## config.mk

```make
export PLATFORM = sky130hd
export DESIGN_NAME = sfp_policy_regs
export DESIGN_NICKNAME = d
export VERILOG_FILES = /design/src/hdl/sfp_pkg.sv /design/src/hdl/sfp_policy_regs.sv
export SDC_FILE = /design/constraint.sdc
export NUM_CORES = 1
export LEC_CHECK = 0
export BUFFER_PORTS_ARGS = -buffer_cell sky130_fd_sc_hd__buf_4
export CORE_MARGIN = 4
export CORE_UTILIZATION = 44
export CTS_CLUSTER_SIZE = 28
export DETAILED_ROUTE_END_ITERATION = 6
export PLACE_DENSITY = 0.82
export SLEW_MARGIN = 20
export SYNTH_ARGS = -nofsm -noshare
export SYNTH_HDL_FRONTEND = slang
export SYNTH_SLANG_ARGS = --single-unit
```

## constraint.sdc

```tcl
create_clock -name clk -period 1.83 [get_ports clk]
set_input_delay 0.0915 -clock clk [delete_from_list [all_inputs] [get_ports clk]]
set_output_delay 0.0915 -clock clk [all_outputs]
set_load 0.005 [all_outputs]
```

## src/hdl/sfp_pkg.sv

```systemverilog
// Shared constants and carriers for the forwarding policy register bank.
// Assumes a 40 MHz core clock and a 32-bit classic Wishbone register bus.
package sfp_pkg;
   localparam int unsigned NPORT      = 4;
   localparam int unsigned PORT_W     = 2;
   localparam int unsigned MAC_W      = 48;
   localparam int unsigned ADDR_W     = 10;
   localparam int unsigned DATA_W     = 32;
   localparam int unsigned CLK_KHZ    = 40000;

   // Register indices; the byte address is four times the index
   localparam logic [7:0] IDX_SELF_IPMC = 8'h86;
   localparam logic [7:0] IDX_RATE_TAG  = 8'h88;
   localparam logic [7:0] IDX_REVISION  = 8'h89;

   // Self filter / unknown IP multicast register
   localparam int unsigned SELF_FILT_BIT = 6;
   localparam int unsigned IPMC_EN_BIT   = 5;
   localparam int unsigned IPMC_MAP_MSB  = 4;
   localparam int unsigned IPMC_MAP_LSB  = 1;
   localparam logic [7:0]  SELF_IPMC_RST = 8'h00;
   localparam logic [7:0]  SELF_IPMC_WM  = 8'h7F;

   // Rate limit / tag policy register
   localparam int unsigned RL_PER_LSB    = 4;
   localparam int unsigned EGR_QUEUE_BIT = 3;
   localparam int unsigned SRC_TAG_BIT   = 2;
   localparam logic [7:0]  RATE_TAG_RST  = 8'h10;
   localparam logic [7:0]  RATE_TAG_WM   = 8'h3C;

   // Revision register layout
   localparam int unsigned REV_LSB       = 4;

   // Ingress measurement windows, in milliseconds
   localparam int unsigned PER_SHORT_MS  = 16;
   localparam int unsigned PER_MID_MS    = 64;
   localparam int unsigned PER_LONG_MS   = 256;

   typedef enum logic [1:0] {
      SFP_PER_SHORT = 2'b00,
      SFP_PER_MID   = 2'b01,
      SFP_PER_LONG  = 2'b10
   } sfp_period_t;

   typedef struct packed {
      logic              valid;
      logic [PORT_W-1:0] egressPort;
      logic [PORT_W-1:0] srcPort;
      logic [MAC_W-1:0]  dstMac;
      logic              unknownIpMc;
   } sfp_req_t;

   typedef struct packed {
      logic             valid;
      logic             selfDrop;
      logic [NPORT-1:0] ipmcMask;
      logic             insertTag;
   } sfp_res_t;
endpackage

```

## src/hdl/sfp_policy_regs.sv

```systemverilog
// Forwarding policy register bank with its per-frame decision logic.
// Assumes decision requests come from logic on clk; the self MAC and the
// per-port tag options come from registers held elsewhere in the switch.

// Behaviour
// - Filter bit set drops frames to own address
// - Filtering at egress against separate self MAC
// - Enable gates unknown IP multicast port map
// - Port map decodes to ports 1..4 bitmap
// - Map bit zero ignored by decode
// - Period field picks 16/64/256 ms window
// - Mode bit picks port or queue limits
// - Select bit uses per-source tag options
// - Otherwise per-port insert bit decides tagging
// - Upper nibble read-only revision, lower reserved
module sfp_policy_regs #(
   parameter int unsigned PER_SHORT_CYC = sfp_pkg::PER_SHORT_MS * sfp_pkg::CLK_KHZ,
   parameter int unsigned PER_MID_CYC   = sfp_pkg::PER_MID_MS * sfp_pkg::CLK_KHZ,
   parameter int unsigned PER_LONG_CYC  = sfp_pkg::PER_LONG_MS * sfp_pkg::CLK_KHZ,
   parameter int unsigned CNT_W         = 24,
   // Arbitrary neutral revision value
   parameter logic [3:0]  REV_CODE      = 4'hA
) (
   // Clock and reset
   input  wire logic                        clk,
   input  wire logic                        rstn,
   // Wishbone slave
   input  wire logic                        wbCyc,
   input  wire logic                        wbStb,
   input  wire logic                        wbWe,
   input  wire logic [sfp_pkg::ADDR_W-1:0]  wbAdr,
   input  wire logic [3:0]                  wbSel,
   input  wire logic [sfp_pkg::DATA_W-1:0]  wbDatW,
   output logic      [sfp_pkg::DATA_W-1:0]  wbDatR,
   output logic                             wbAck,
   // Switch context
   input  wire logic [sfp_pkg::MAC_W-1:0]   selfMac,
   input  wire logic [sfp_pkg::NPORT-1:0]   portInsertTag,
   input  wire logic [sfp_pkg::NPORT*sfp_pkg::NPORT-1:0] srcTagMask,
   // Decision request and result
   input  wire sfp_pkg::sfp_req_t           req,
   output sfp_pkg::sfp_res_t                res,
   // Rate limit steering
   output logic                             ingressTick,
   output logic [1:0]                       ingressPeriodSel,
   output logic                             egressQueueMode
);

   logic [1:0]               rstSync_q;
   logic                     rstSyncN;
   logic                     ack_q;
   logic [sfp_pkg::DATA_W-1:0] datR_q;
   logic [7:0]               selfIpmc_q;
   logic [7:0]               rateTag_q;
   logic                     wbReq;
   logic                     wrEn;
   logic [7:0]               idx;
   logic [7:0]               rdByte;
   logic [CNT_W-1:0]         perCnt_q;
   logic                     tick_q;
   sfp_pkg::sfp_res_t        res_q;
   logic                     selfHit;
   logic                     tagSel;

   function automatic logic [7:0] regIdx(input logic [sfp_pkg::ADDR_W-1:0] a);
      regIdx = a[sfp_pkg::ADDR_W-1:2];
   endfunction

   function automatic logic [CNT_W-1:0] perCycles(input logic [1:0] s);
      case (s)
         sfp_pkg::SFP_PER_SHORT: perCycles = CNT_W'(PER_SHORT_CYC);
         sfp_pkg::SFP_PER_MID:   perCycles = CNT_W'(PER_MID_CYC);
         default:                perCycles = CNT_W'(PER_LONG_CYC);
      endcase
   endfunction

   // Only one flop of the pair feeds logic; the first is read by the second
   always_ff @(posedge clk or negedge rstn) begin
      if (!rstn) begin
         rstSync_q <= 2'b00;
      end else begin
         rstSync_q <= {rstSync_q[0], 1'b1};
      end
   end
   assign rstSyncN = rstSync_q[1];

   assign wbReq = wbCyc & wbStb & ~ack_q;
   assign wrEn  = wbReq & wbWe & wbSel[0];
   assign idx   = regIdx(wbAdr);

   // One wait state: ack follows the request by one edge and drops after one
   always_ff @(posedge clk or negedge rstSyncN) begin
      if (!rstSyncN) begin
         ack_q <= 1'b0;
      end else begin
         ack_q <= wbReq;
      end
   end
   assign wbAck = ack_q;

   // Writable bits only; reserved bits keep their reset value
   always_ff @(posedge clk or negedge rstSyncN) begin
      if (!rstSyncN) begin
         selfIpmc_q <= sfp_pkg::SELF_IPMC_RST;
      end else if (wrEn && idx == sfp_pkg::IDX_SELF_IPMC) begin
         selfIpmc_q <= (wbDatW[7:0] & sfp_pkg::SELF_IPMC_WM)
                     | (sfp_pkg::SELF_IPMC_RST & ~sfp_pkg::SELF_IPMC_WM);
      end
   end

   always_ff @(posedge clk or negedge rstSyncN) begin
      if (!rstSyncN) begin
         rateTag_q <= sfp_pkg::RATE_TAG_RST;
      end else if (wrEn && idx == sfp_pkg::IDX_RATE_TAG) begin
         rateTag_q <= (wbDatW[7:0] & sfp_pkg::RATE_TAG_WM)
                    | (sfp_pkg::RATE_TAG_RST & ~sfp_pkg::RATE_TAG_WM);
      end
   end

   // Read mux; unmapped addresses still ack and read as zero
   always_comb begin
      case (idx)
         sfp_pkg::IDX_SELF_IPMC: rdByte = selfIpmc_q;
         sfp_pkg::IDX_RATE_TAG:  rdByte = rateTag_q;
         sfp_pkg::IDX_REVISION:  rdByte = {REV_CODE, 4'h0};
         default:                rdByte = 8'h00;
      endcase
   end

   always_ff @(posedge clk or negedge rstSyncN) begin
      if (!rstSyncN) begin
         datR_q <= 32'h00000000;
      end else if (wbReq && !wbWe) begin
         datR_q <= {24'h000000, rdByte};
      end
   end
   assign wbDatR = datR_q;

   // Window restarts early if software shrinks the period mid-count
   always_ff @(posedge clk or negedge rstSyncN) begin
      if (!rstSyncN) begin
         perCnt_q <= '0;
         tick_q   <= 1'b0;
      end else if (perCnt_q >= perCycles(ingressPeriodSel) - CNT_W'(1)) begin
         perCnt_q <= '0;
         tick_q   <= 1'b1;
      end else begin
         perCnt_q <= perCnt_q + CNT_W'(1);
         tick_q   <= 1'b0;
      end
   end
   assign ingressTick      = tick_q;
   assign ingressPeriodSel = rateTag_q[sfp_pkg::RL_PER_LSB +: 2];
   assign egressQueueMode  = rateTag_q[sfp_pkg::EGR_QUEUE_BIT];

   // Per-frame decision, using the live register values
   assign selfHit = selfIpmc_q[sfp_pkg::SELF_FILT_BIT]
                  & (req.dstMac == selfMac);
   assign tagSel  = rateTag_q[sfp_pkg::SRC_TAG_BIT];

   always_ff @(posedge clk or negedge rstSyncN) begin
      if (!rstSyncN) begin
         res_q <= '0;
      end else begin
         res_q.valid    <= req.valid;
         res_q.selfDrop <= req.valid & selfHit;
         res_q.ipmcMask <= (req.valid & req.unknownIpMc & selfIpmc_q[sfp_pkg::IPMC_EN_BIT])
                         ? selfIpmc_q[sfp_pkg::IPMC_MAP_MSB:sfp_pkg::IPMC_MAP_LSB]
                         : 4'h0;
         if (tagSel) begin
            res_q.insertTag <= req.valid
                             & srcTagMask[{req.egressPort, req.srcPort}];
         end else begin
            res_q.insertTag <= req.valid & portInsertTag[req.egressPort];
         end
      end
   end
   assign res = res_q;

   // Helpers for the window check
   // A plain register for the old field keeps this helper synthesisable
   logic [CNT_W-1:0] gap_q;
   logic             selMoved_q;
   logic [1:0]       prevSel_q;
   always_ff @(posedge clk or negedge rstSyncN) begin
      if (!rstSyncN) begin
         gap_q      <= '0;
         selMoved_q <= 1'b0;
         prevSel_q  <= sfp_pkg::RATE_TAG_RST[sfp_pkg::RL_PER_LSB +: 2];
      end else begin
         gap_q      <= tick_q ? CNT_W'(1) : gap_q + CNT_W'(1);
         selMoved_q <= tick_q ? 1'b0 : (selMoved_q | (ingressPeriodSel != prevSel_q));
         prevSel_q  <= ingressPeriodSel;
      end
   end
endmodule

```

# [Word level (Yosys, flattened, before mapping)]
# Cells that the tools add are included.
[word_totals] latchBits=0 rom_bits=0 mem_bits_rw=0 reg_bits=54 input_bits=173 memories=0
[op_classes] bitwise_logic=11 n_div=0 n_shift=0 n_mul=0 eq_ne=5 magnitude_cmp=3 addsub=2 n_mux=10 n_reduce_logical=5
[op_table] op="48-bit equality test" count=1
[op_table] op="24-bit case mux with 2 select lines" count=1
[op_table] op="24-bit by 1-bit adder with 24-bit output (second input constant)" count=1
[op_table] op="8-bit equality test (second input constant)" count=3
[op_table] op="24-bit greater-or-equal comparator" count=1
[op_table] op="24-bit 2-to-1 mux" count=1
[op_table] op="8-bit case mux with 3 select lines" count=1
[op_table] op="24-bit by 1-bit subtractor with 24-bit output (second input constant)" count=1
[op_table] op="1-bit bitwise AND" count=10
[op_table] op="4-bit by 5-bit less-than comparator with 1-bit output (second input constant)" count=1
[op_table] op="1-bit binary-select mux with 4-bit select" count=1
[op_table] op="1-bit 2-to-1 mux" count=4
[op_table] op="4-bit 2-to-1 mux" count=1
[op_table] op="1-bit logical AND" count=3
[op_table] op="2-bit by 3-bit less-than comparator with 1-bit output (second input constant)" count=1
[op_table] op="1-bit binary-select mux with 2-bit select" count=1
[op_table] op="2-bit by 1-bit equality test with 1-bit output (second input constant)" count=1
[op_table] op="2-bit logical NOT" count=1
[op_table] op="1-bit logical NOT" count=1
[op_table] op="1-bit NOT" count=1

# [Depth between registers and ports, before layout]
# Gate-level depths: netlist of run 1.
[depth] depth_word=5 mapped_depth=11 ltp_nobuf=10

# [Worst setup path after synthesis of run 1]
# Ideal clock, no wire load.
[synth_path] path_kind="register -> register" from="reg rateTag_q[4]" to="reg perCnt_q[15]" slack_ns=-0.471 setup_time_ns=0.073 t_arrival_ns=2.228 t_required_ns=1.757 period_less_slack_ns=2.301 stages_incl_launch_ff=11 cell_sequence="dfstp_2 nor2b_1 inv_1 ha_1 inv_1 ha_1 and4_1 a221oi_1 o211ai_2 buf_6 nor2_1"
[synth_between] elab_chain_len=5 word_cells_on_any_way=6 cone_classes="1 x add/sub; 1 x order compare; 1 x eq/ne; 2 x mux; 1 x reduce/logical"
[synth_lines] item="start: declaration" line_no="sfp_policy_regs.sv:54" rtl="logic [7:0] rateTag_q;"
[synth_lines] item="start signal: assignment" line_no="sfp_policy_regs.sv:113" rtl="rateTag_q <= sfp_pkg::RATE_TAG_RST;"
[synth_lines] item="start signal: assignment" line_no="sfp_policy_regs.sv:115" rtl="rateTag_q <= (wbDatW[7:0] & sfp_pkg::RATE_TAG_WM)"
[synth_lines] item="2-bit by 1-bit equality test with 1-bit output / 2-bit logical NOT (equally long branches)" line_no="sfp_policy_regs.sv:70" rtl="case (s)"
[synth_lines] item="24-bit case mux with 2 select lines (*)" line_no="sfp_policy_regs.sv:70"
[synth_lines] item="24-bit by 1-bit subtractor with 24-bit output (*)" line_no="sfp_policy_regs.sv:144" rtl="end else if (perCnt_q >= perCycles(ingressPeriodSel) - CNT_W'(1)) begin"
[synth_lines] item="24-bit greater-or-equal comparator (*)" line_no="sfp_policy_regs.sv:144"
[synth_lines] item="24-bit 2-to-1 mux (*)" line_no="sfp_policy_regs.sv:144"
[synth_lines] item="end signal: assignment" line_no="sfp_policy_regs.sv:148" rtl="perCnt_q <= perCnt_q + CNT_W'(1);"
[synth_lines] item="end: declaration" line_no="sfp_policy_regs.sv:59" rtl="logic [CNT_W-1:0] perCnt_q;"
# Every way passes the cells marked *; elsewhere a longest branch is shown, timed or not.
# A chain may end at the register's enable or synchronous reset.

# [Worst setup path after layout of run 1]
[layout_path] from="reg rateTag_q[4]" to="reg perCnt_q[11]"
# The elaborated chain is that of the path after synthesis.

==> results of run 1 <==
-- sequential cells by signal, summed over array words and instances (netlist names) --
signal       count
ingressTick      1
perCnt_q        24
rateTag_q        4
res              7
rstSync_q        2
selfIpmc_q       7
wbAck            1
wbDatR           8
-- final cells by class --
class / count / area [um^2]
Sequential cell: 54 / 1360
Tap cell: 102 / 128
Clock inverter: 3 / 47.5
Multi-Input combinational cell: 279 / 2180
Clock buffer: 5 / 68.8
Fill cell: 579 / 2240
Timing Repair Buffer: 212 / 1690
Inverter: 14 / 62.6
-- synthesized netlist by cell type (4+ instances only) --
cell type / count / share of area [%]
a21oi_1: 6 / 0.85
a22oi_1: 6 / 1.3
nor4_1: 9 / 1.6
nand4_1: 12 / 2.1
and3_1: 7 / 1.2
nor2b_1: 4 / 0.71
and2_1: 5 / 0.89
nand2_1: 25 / 2.7
mux4_2: 6 / 3.8
o21ai_0: 6 / 0.85
mux2_2: 11 / 3.5
nor2_1: 33 / 3.5
dfrtp_1: 53 / 38
nand3_1: 13 / 1.8
xnor2_1: 37 / 9.2
buf_4: 26 / 5.5
xor2_1: 25 / 6.2
ha_1: 18 / 6.4
inv_1: 14 / 1.5
-- worst max-delay path: cells and delay by family (launching register included) --
| family | cells | cell delay (ns) |
|---|---|---|
| flip-flops | 1 | 0.58 |
| AND/OR/NAND/NOR | 4 | 0.47 |
| adder cells (fa/ha/maj) | 2 | 0.44 |
| AO/OA/AOI/OAI | 2 | 0.43 |
| buffers and inverters | 3 | 0.34 |
-- path summary, 6_finish.rpt --
path                               from       endpoint  slack [ns]  cells after the start
max                        rateTag_q[4]   perCnt_q[11]       -0.56                     11
min                               wbStb          wbAck       0.007                      3
max reg2reg                rateTag_q[4]   perCnt_q[11]       -0.56                     11
min reg2reg                rstSync_q[1]  selfIpmc_q[1]        0.12                      0
max in group asynchronous  rstSync_q[1]   rateTag_q[4]        1.15                      1
min in group asynchronous          rstn   rstSync_q[1]        0.09                      2
-- per-stage QoR --
| stage | utilization, % | setup slack [ns] | hold WS [ns] |
|---|---|---|---|
| finish | 71.1 | -0.561 | 0.00737 |
| global route | 71.1 | -0.620 | 0.00776 |
| CTS | 70.6 | -0.517 | 0.00642 |
| detailed placement | 65.8 | -0.547 | -0.123 |
| global placement | 65.8 | -0.414 | -0.126 |
| floorplan | - | -0.331 | -0.204 |
-- cell usage in the layout, fill, tap and decap left out, types with 9 or more instances in the layout --
cell       n
nor2_2    13
nor2_1    19
xnor2_1   37
buf_4    201
dfrtp_1   51
nand4_1   12
inv_1     11
conb_1    26
nand3_1   13
ha_1       9
xor2_1    25
nor4_1     9
mux2_2    11
nand2_1   24
-- power groups by stage --
stage	clock network (mW)	registers (mW)	logic (mW)
detailed placement	0	1.35	0.732
global route	0.901	1.34	0.837
finish	0.852	1.33	0.767
global placement	0	1.35	0.711
CTS	0.841	1.33	0.747
floorplan	0	1.38	0.286
-- cells by family (layout without fill, tap and decap cells) --
group	Yosys count	in the layout	share of synthesized area, %
simple gates	123	123	18.0
buf+inv	44	234	7.89
flops	54	54	38.4
xor+xnor	62	62	15.4
other cells	2	26	0.213
compound gates	32	32	6.04
mux	18	18	7.64
fa+ha+maj	18	18	6.40
-- timing repair --
item | CTS | global route
cloned | 2 | 0
resized for setup | 22 | 18
buffers inserted | 8 | 0
pin swaps | 14 | 3
hold buffers | 2 | 1
setup endpoints to repair | 25 | 25
endpoints found under the hold margin | 3 | 1
-- routing by layer --
layer  track usage [%]  vias to the layer above  routed length [um]
met1              26.2                     1608                4030
met2              43.5                      126                6230
met3              4.88                       17                 712
met5                 0                        -                   0
met4              4.15                        0                 133
li1                  -                     1604                   -
==> reports/metrics.yaml, run 1 <==
synth_edf_count: 0
wl_um: 11100
crit_fanout: 5
layout-drive-gt1-share_pct: 49.0
final_cells: 669
dp_hpwl_um: 8710
power_leakage_nw: 2.69
clkLatencyLatePin_ns: 0.31
layout_setup_ws_ns: -0.561
p_seq_share_pct: 45.1
grt_max_degree: 44
synthFlopType: "dfrtp_1"
avgViaCountPerCell: 5.01
tns_ns: -12.78
postRouteAntennaNets: 0
synth_seq_area_share_pct: 38.4
final.setup_skew_ns: 0.0138
status: "complete, but fails checks"
crit_path_top_delay_cell: "dfstp_2"
path_cells: "nor2b_4 -> inv_4 -> ha_2 -> ha_1 -> and4_1 -> nand2_2 -> a211o_1 -> o211ai_4 -> buf_12 -> buf_16 -> nor2_2"
power_mw: 2.95
switching_power_uw: 793
cts-root-buf: "clkbuf_8"
p_int_mw: 2.16
design_area_um2: 5530
track_usage_pct: 22.8
drc: 0
globalplace.congestion: 0.880
ys_ff_latch: 54
cts_buffer_depth: 2
syn2layout_area_growth_pct: 56.9
required_ns: 2.03
p_comb_share_pct: 26.0
grt_pass1_vias: 3635
cts_buffers: 5
finalHoldViolations: 0
clkSinkCount: 54
swShare_pct: 26.9
chipHeight_um: 97.5
netlist_area_um2: 3520
diodes: 0
path_class: "reg -> reg"
postSynthCellCount: 353
place_inst: 650
detail_route.iter0.violations: 128
maxCapViolCount: 0
antenna_found_initial: 0
grt_pass1_wl_um: 17500
fp-row-count: 32
arrival_ns: 2.59
synth_async_sr_flop_share_pct: 100
pin_count: 217
wl_per_cell_um: 16.6
slew_violations: 0
synth.distinct_cells: 40
die_x_um: 97.5
placed_cell_area_um2: 5110
port_buffers: 162
cts_tree: "done"
slowest_delay_ns: 0.58
clkPwrFrac_pct: 28.9
start_util_pct: 45.3
period_share_pct: 131
crit_path_end_kind: "register"
setup_violations: 25
coreArea_um2: 7770
first_pass_iters: 4
num_vias: 3355
cts_max_level: 2
crit_path_start_kind: "register"
final.min_clock_period_ns: 2.39
dieArea_um2: 9500
p_per_area_nw_per_um2: 534
grt-ovfl-total: 0
clk_pin_slew_ns: 0.11
violations: "setup timing"
synth_warnings: 0
min_path_type: "in -> reg"
rsz0062_at_grt: "yes"
fin_nets: 757
peakVddDrop_uv: 417
syn_avg_cell_area_um2: 9.97
max_clock_freq_mhz: 418
Power figures use the tool's default switching activity.
==> run 2: changes to the inputs <==
--- a/config.mk
+++ b/config.mk
@@ -7,10 +7,11 @@
 export LEC_CHECK = 0
 export BUFFER_PORTS_ARGS = -buffer_cell sky130_fd_sc_hd__buf_4
 export CORE_MARGIN = 4
-export CORE_UTILIZATION = 44
+export CORE_UTILIZATION = 39
 export CTS_CLUSTER_SIZE = 28
 export DETAILED_ROUTE_END_ITERATION = 6
-export PLACE_DENSITY = 0.82
+export PLACE_DENSITY = 0.77
+export SKIP_CTS_REPAIR_TIMING = 1
 export SLEW_MARGIN = 20
 export SYNTH_ARGS = -nofsm -noshare
 export SYNTH_HDL_FRONTEND = slang
==> constraint.sdc (replaced) <==
create_clock -name clk -period 2.1 [get_ports clk]
set_input_delay 0.105 -clock clk [delete_from_list [all_inputs] [get_ports clk]]
set_output_delay 0.105 -clock clk [all_outputs]
set_load 0.005 [all_outputs]
==> reports/metrics.yaml, run 2 (same netlist as run 1, synthesis figures left out) <==
num_vias: 3227
hold_path_depth: 2
post-place-ws_ns: -0.230
die_x_um: 103
fp-row-count: 34
placed_cell_area_um2: 4990
detail_route.iter0.violations: 94
crit_path_end_kind: "register"
dieArea_um2: 10600
design_area_um2: 5420
status: "complete, but fails checks"
post-route-util_pct: 61.8
required_ns: 2.30
first_pass_iters: 4
grt_pass1_vias: 3397
max_clock_freq_mhz: 428
holdCritStartpoint: "wbDatW[6]"
final_cell_mix: "184 x buf_4, 52 x dfrtp_1, 37 x xnor2_1"
cts_buffers: 5
crit_path_start_kind: "register"
grt-ovfl-total: 0
top_register: "perCnt_q"
postRouteAntennaNets: 0
globalplace.congestion: 0.915
wl_um: 10800
r2r-end: "perCnt_q[8]"
track_usage_pct: 19.4
grt_pass1_wl_um: 15900
slew_headroom_pct: 56.7
final.min_clock_period_ns: 2.34
antenna_found_initial: 1
mostFrequentLayoutCell: "buf_4"
p_per_area_nw_per_um2: 453
syn2layout_area_growth_pct: 53.8
path_class: "reg -> reg"
tightest_slew_ns: 0.649
coreArea_um2: 8760
pin_count: 217
cts_tree: "done"
period_share_pct: 111
clkLatencyLatePin_ns: 0.30
cts-root-buf: "clkbuf_8"
maxCapViolCount: 0
peakVddDrop_uv: 293
holdPathEnd: "selfIpmc_q[6]"
avgViaCountPerCell: 4.92
fin_nets: 737
slew_violations: 0
power_leakage_nw: 2.59
port_buffers: 162
cts_buffer_depth: 2
largest_register_ffs: 24
power_mw: 2.45
clk_pin_slew_ns: 0.10
chipHeight_um: 103
wl_per_cell_um: 16.5
r2r-start: "rateTag_q[4]"
start_util_pct: 40.2
arrival_ns: 2.53
rsz0062_at_grt: "yes"
finalHoldViolations: 0
grt_max_degree: 53
dp_hpwl_um: 8810
clkSinkCount: 54
layout-drive-gt1-share_pct: 47.9
violations: "setup timing"
cts_max_level: 2
setup_violations: 25
drc: 0
rr_worst_depth: 9
r2r_slack_ns: -0.24
layout_setup_ws_ns: -0.237
final.setup_skew_ns: 0.00656
crit_fanout: 7
min_path_type: "in -> reg"
[run 2: area by class of cell]
cell class                      instances  area (um^2)
Antenna cell                            1         2.50
Clock buffer                            6         72.6
Clock inverter                          2         37.5
Fill cell                             722         3350
Inverter                               14         65.1
Multi-Input combinational cell        279         2250
Sequential cell                        54         1350
Tap cell                              108          135
Timing Repair Buffer                  192         1500
[run 2: how the worst max path moves through the flow]
stage                       from            to  slack (ns)  cells after the start
floorplan           rateTag_q[4]   perCnt_q[0]       -0.06                      9
global placement    rateTag_q[4]  perCnt_q[14]       -0.10                     10
detailed placement  rateTag_q[4]  perCnt_q[21]       -0.23                     10
CTS                 rateTag_q[4]  perCnt_q[21]       -0.25                     10
global route        rateTag_q[4]  perCnt_q[22]       -0.34                     10
finish              rateTag_q[4]   perCnt_q[8]       -0.24                      9
[run 2: report_power, final]
group	leakage, nW	internal [mW]	total (mW)	switching, mW
sequential	0.730	1.11	1.18	0.0763
combinational	1.80	0.349	0.576	0.227
clock	0.0514	0.356	0.695	0.339
[run 2: critical path, cell delays in order, from the launching register on]
cell	delay, ns
dfstp_2	0.57
or2_4	0.15
inv_6	0.05
ha_4	0.25
nand2_1	0.04
or4_1	0.40
a211o_1	0.35
o211ai_4	0.17
clkbuf_16	0.22
nor2_1	0.04
[run 2: through the flow]
stage | hold WS [ns] | instances | setup TNS, ns
finish | 0.0252 | 656 | -5.42
global route | 0.0192 | 656 | -8.09
CTS | -0.448 | 651 | -5.10
detailed placement | -0.112 | 643 | -4.63
global placement | -0.112 | 643 | -2.17
floorplan | -0.191 | 377 | -1.17
[run 2: per-layer routing]
layer / up-vias / track usage [%] / part of all wire [%]
li1: 1563 / - / -
met1: 1529 / 20.3 / 33
met2: 115 / 37.1 / 58
met3: 20 / 5.21 / 5.9
met4: 0 / 6.47 / 3.0
met5: - / 0 / 0
==> run 3: changes to the inputs <==
--- a/config.mk
+++ b/config.mk
@@ -6,11 +6,13 @@
 export NUM_CORES = 1
 export LEC_CHECK = 0
 export BUFFER_PORTS_ARGS = -buffer_cell sky130_fd_sc_hd__buf_4
+export CELL_PAD_IN_SITES_DETAIL_PLACEMENT = 0
+export CELL_PAD_IN_SITES_GLOBAL_PLACEMENT = 1
 export CORE_MARGIN = 4
-export CORE_UTILIZATION = 39
+export CORE_UTILIZATION = 28
 export CTS_CLUSTER_SIZE = 28
 export DETAILED_ROUTE_END_ITERATION = 6
-export PLACE_DENSITY = 0.77
+export PLACE_DENSITY_LB_ADDON = 0.1
 export SKIP_CTS_REPAIR_TIMING = 1
 export SLEW_MARGIN = 20
 export SYNTH_ARGS = -nofsm -noshare
==> reports/metrics.yaml, run 3 (same netlist as run 1, synthesis figures left out) <==
final.min_clock_period_ns: 2.24
mostFrequentLayoutCell: "buf_4"
path_class: "reg -> reg"
crit_fanout: 8
avgViaCountPerCell: 4.32
required_ns: 2.28
dp_hpwl_um: 8870
min_path_type: "in -> reg"
placed_cell_area_um2: 5070
arrival_ns: 2.42
layout-drive-gt1-share_pct: 43.9
grt_use_met2_pct: 26.1
rsz0062_at_grt: "yes"
first_pass_iters: 4
final_cell_mix: "184 x buf_4, 52 x dfrtp_1, 37 x xnor2_1"
clkLatencyLatePin_ns: 0.29
dieArea_um2: 14400
final.setup_skew_ns: 0.00928
slew_violations: 0
clk_pin_slew_ns: 0.08
postRouteAntennaNets: 0
peakVddDrop_uv: 310
num_vias: 3083
globalplace.congestion: 0.754
track_usage_pct: 14.3
syn2layout_area_growth_pct: 50.9
clkSinkCount: 54
setup_violations: 25
top_register: "perCnt_q"
max_clock_freq_mhz: 446
antenna_found_initial: 0
chipHeight_um: 120
grt_pass1_wl_um: 16500
cts-root-buf: "clkbuf_16"
design_area_um2: 5310
layout_setup_ws_ns: -0.140
drc: 0
detail_route.iter0.violations: 102
fin_nets: 735
finalHoldViolations: 0
period_share_pct: 107
cts_tree: "done"
maxCapViolCount: 0
cts_max_level: 2
wl_per_cell_um: 14.5
wl_um: 10300
use_met1_pct: 15.8
cts_buffers: 5
largest_register_ffs: 24
crit_path_start_kind: "register"
hold_ws_ns: 0.0385
cts_buffer_depth: 2
grt-ovfl-total: 0
top_usage_layer: "met2"
slew_headroom_pct: 58.6
power_leakage_nw: 2.56
die_x_um: 120
post-place-ws_ns: -0.127
diodes: 0
pin_count: 217
grt_use_met3_pct: 4.05
start_util_pct: 29.0
hold_path_depth: 2
port_buffers: 162
tightest_slew_ns: 0.620
crit_path_end_kind: "register"
violations: "setup timing"
p_per_area_nw_per_um2: 487
grt_pass1_vias: 3384
status: "complete, but fails checks"
grt_max_degree: 29
power_mw: 2.58
coreArea_um2: 12200
fp-row-count: 40
rr_worst_depth: 9
## run 3: cell types whose count changed in the layout (fill, tap and decap cells not counted), moves of 4 or more
cell       before  now
ha_1            7   12
nor2_4          5    1
nor2_2         11    0
ha_4           11    4
nor2_1         17   32
clkbuf_16       1    5
clkbuf_8        5    0
## run 3: layer usage
metal | routed length [um] | up-vias
met2 | 5580 | 102
met3 | 692 | 12
met5 | 0 | -
met4 | 247 | 0
met1 | 3800 | 1413
li1 | - | 1556
## run 3: report_power, final
part | switching (mW) | total [mW] | leakage, nW | internal (mW)
Clock | 0.393 | 0.843 | 0.0714 | 0.450
Sequential | 0.0727 | 1.18 | 0.730 | 1.11
Combinational | 0.207 | 0.561 | 1.76 | 0.354
## run 3: cell type report
type                       instances  area [um^2]
clock buffer                       6          129
clock inverter                     2         17.5
fill                            1188         6850
inverter                          14         55.1
multi-input combinational        279         2090
sequential                        54         1350
tap                              168          210
timing repair buffer             190         1460
## run 3: path summary, 6_finish.rpt
path                               from             to  slack [ns]
setup / recovery           rateTag_q[4]   perCnt_q[13]       -0.14
hold / removal                wbDatW[1]  selfIpmc_q[1]        0.04
setup reg to reg           rateTag_q[4]   perCnt_q[13]       -0.14
hold reg to reg            rstSync_q[1]         res[3]        0.29
max in group asynchronous  rstSync_q[1]         res[5]        1.22
min in group asynchronous          rstn   rstSync_q[1]        0.14
## run 3: metrics by stage
stage	instances	setup TNS (ns)	util, %
floorplan	377	-1.17	-
global placement	703	-2.20	41.7
detailed placement	703	-2.84	41.7
CTS	711	-3.53	42.9
global route	713	-5.39	43.7
finish	713	-3.05	43.7
## run 3: worst max-delay path, stage by stage, from the launching register on
cell and delay [ns]:
dfstp_2 0.55, or2_4 0.13, inv_4 0.05, ha_4 0.26, nand2_2 0.04, or4_4 0.41, a211o_1 0.34, o211ai_4 0.12
buf_6 0.18, nor2_1 0.04
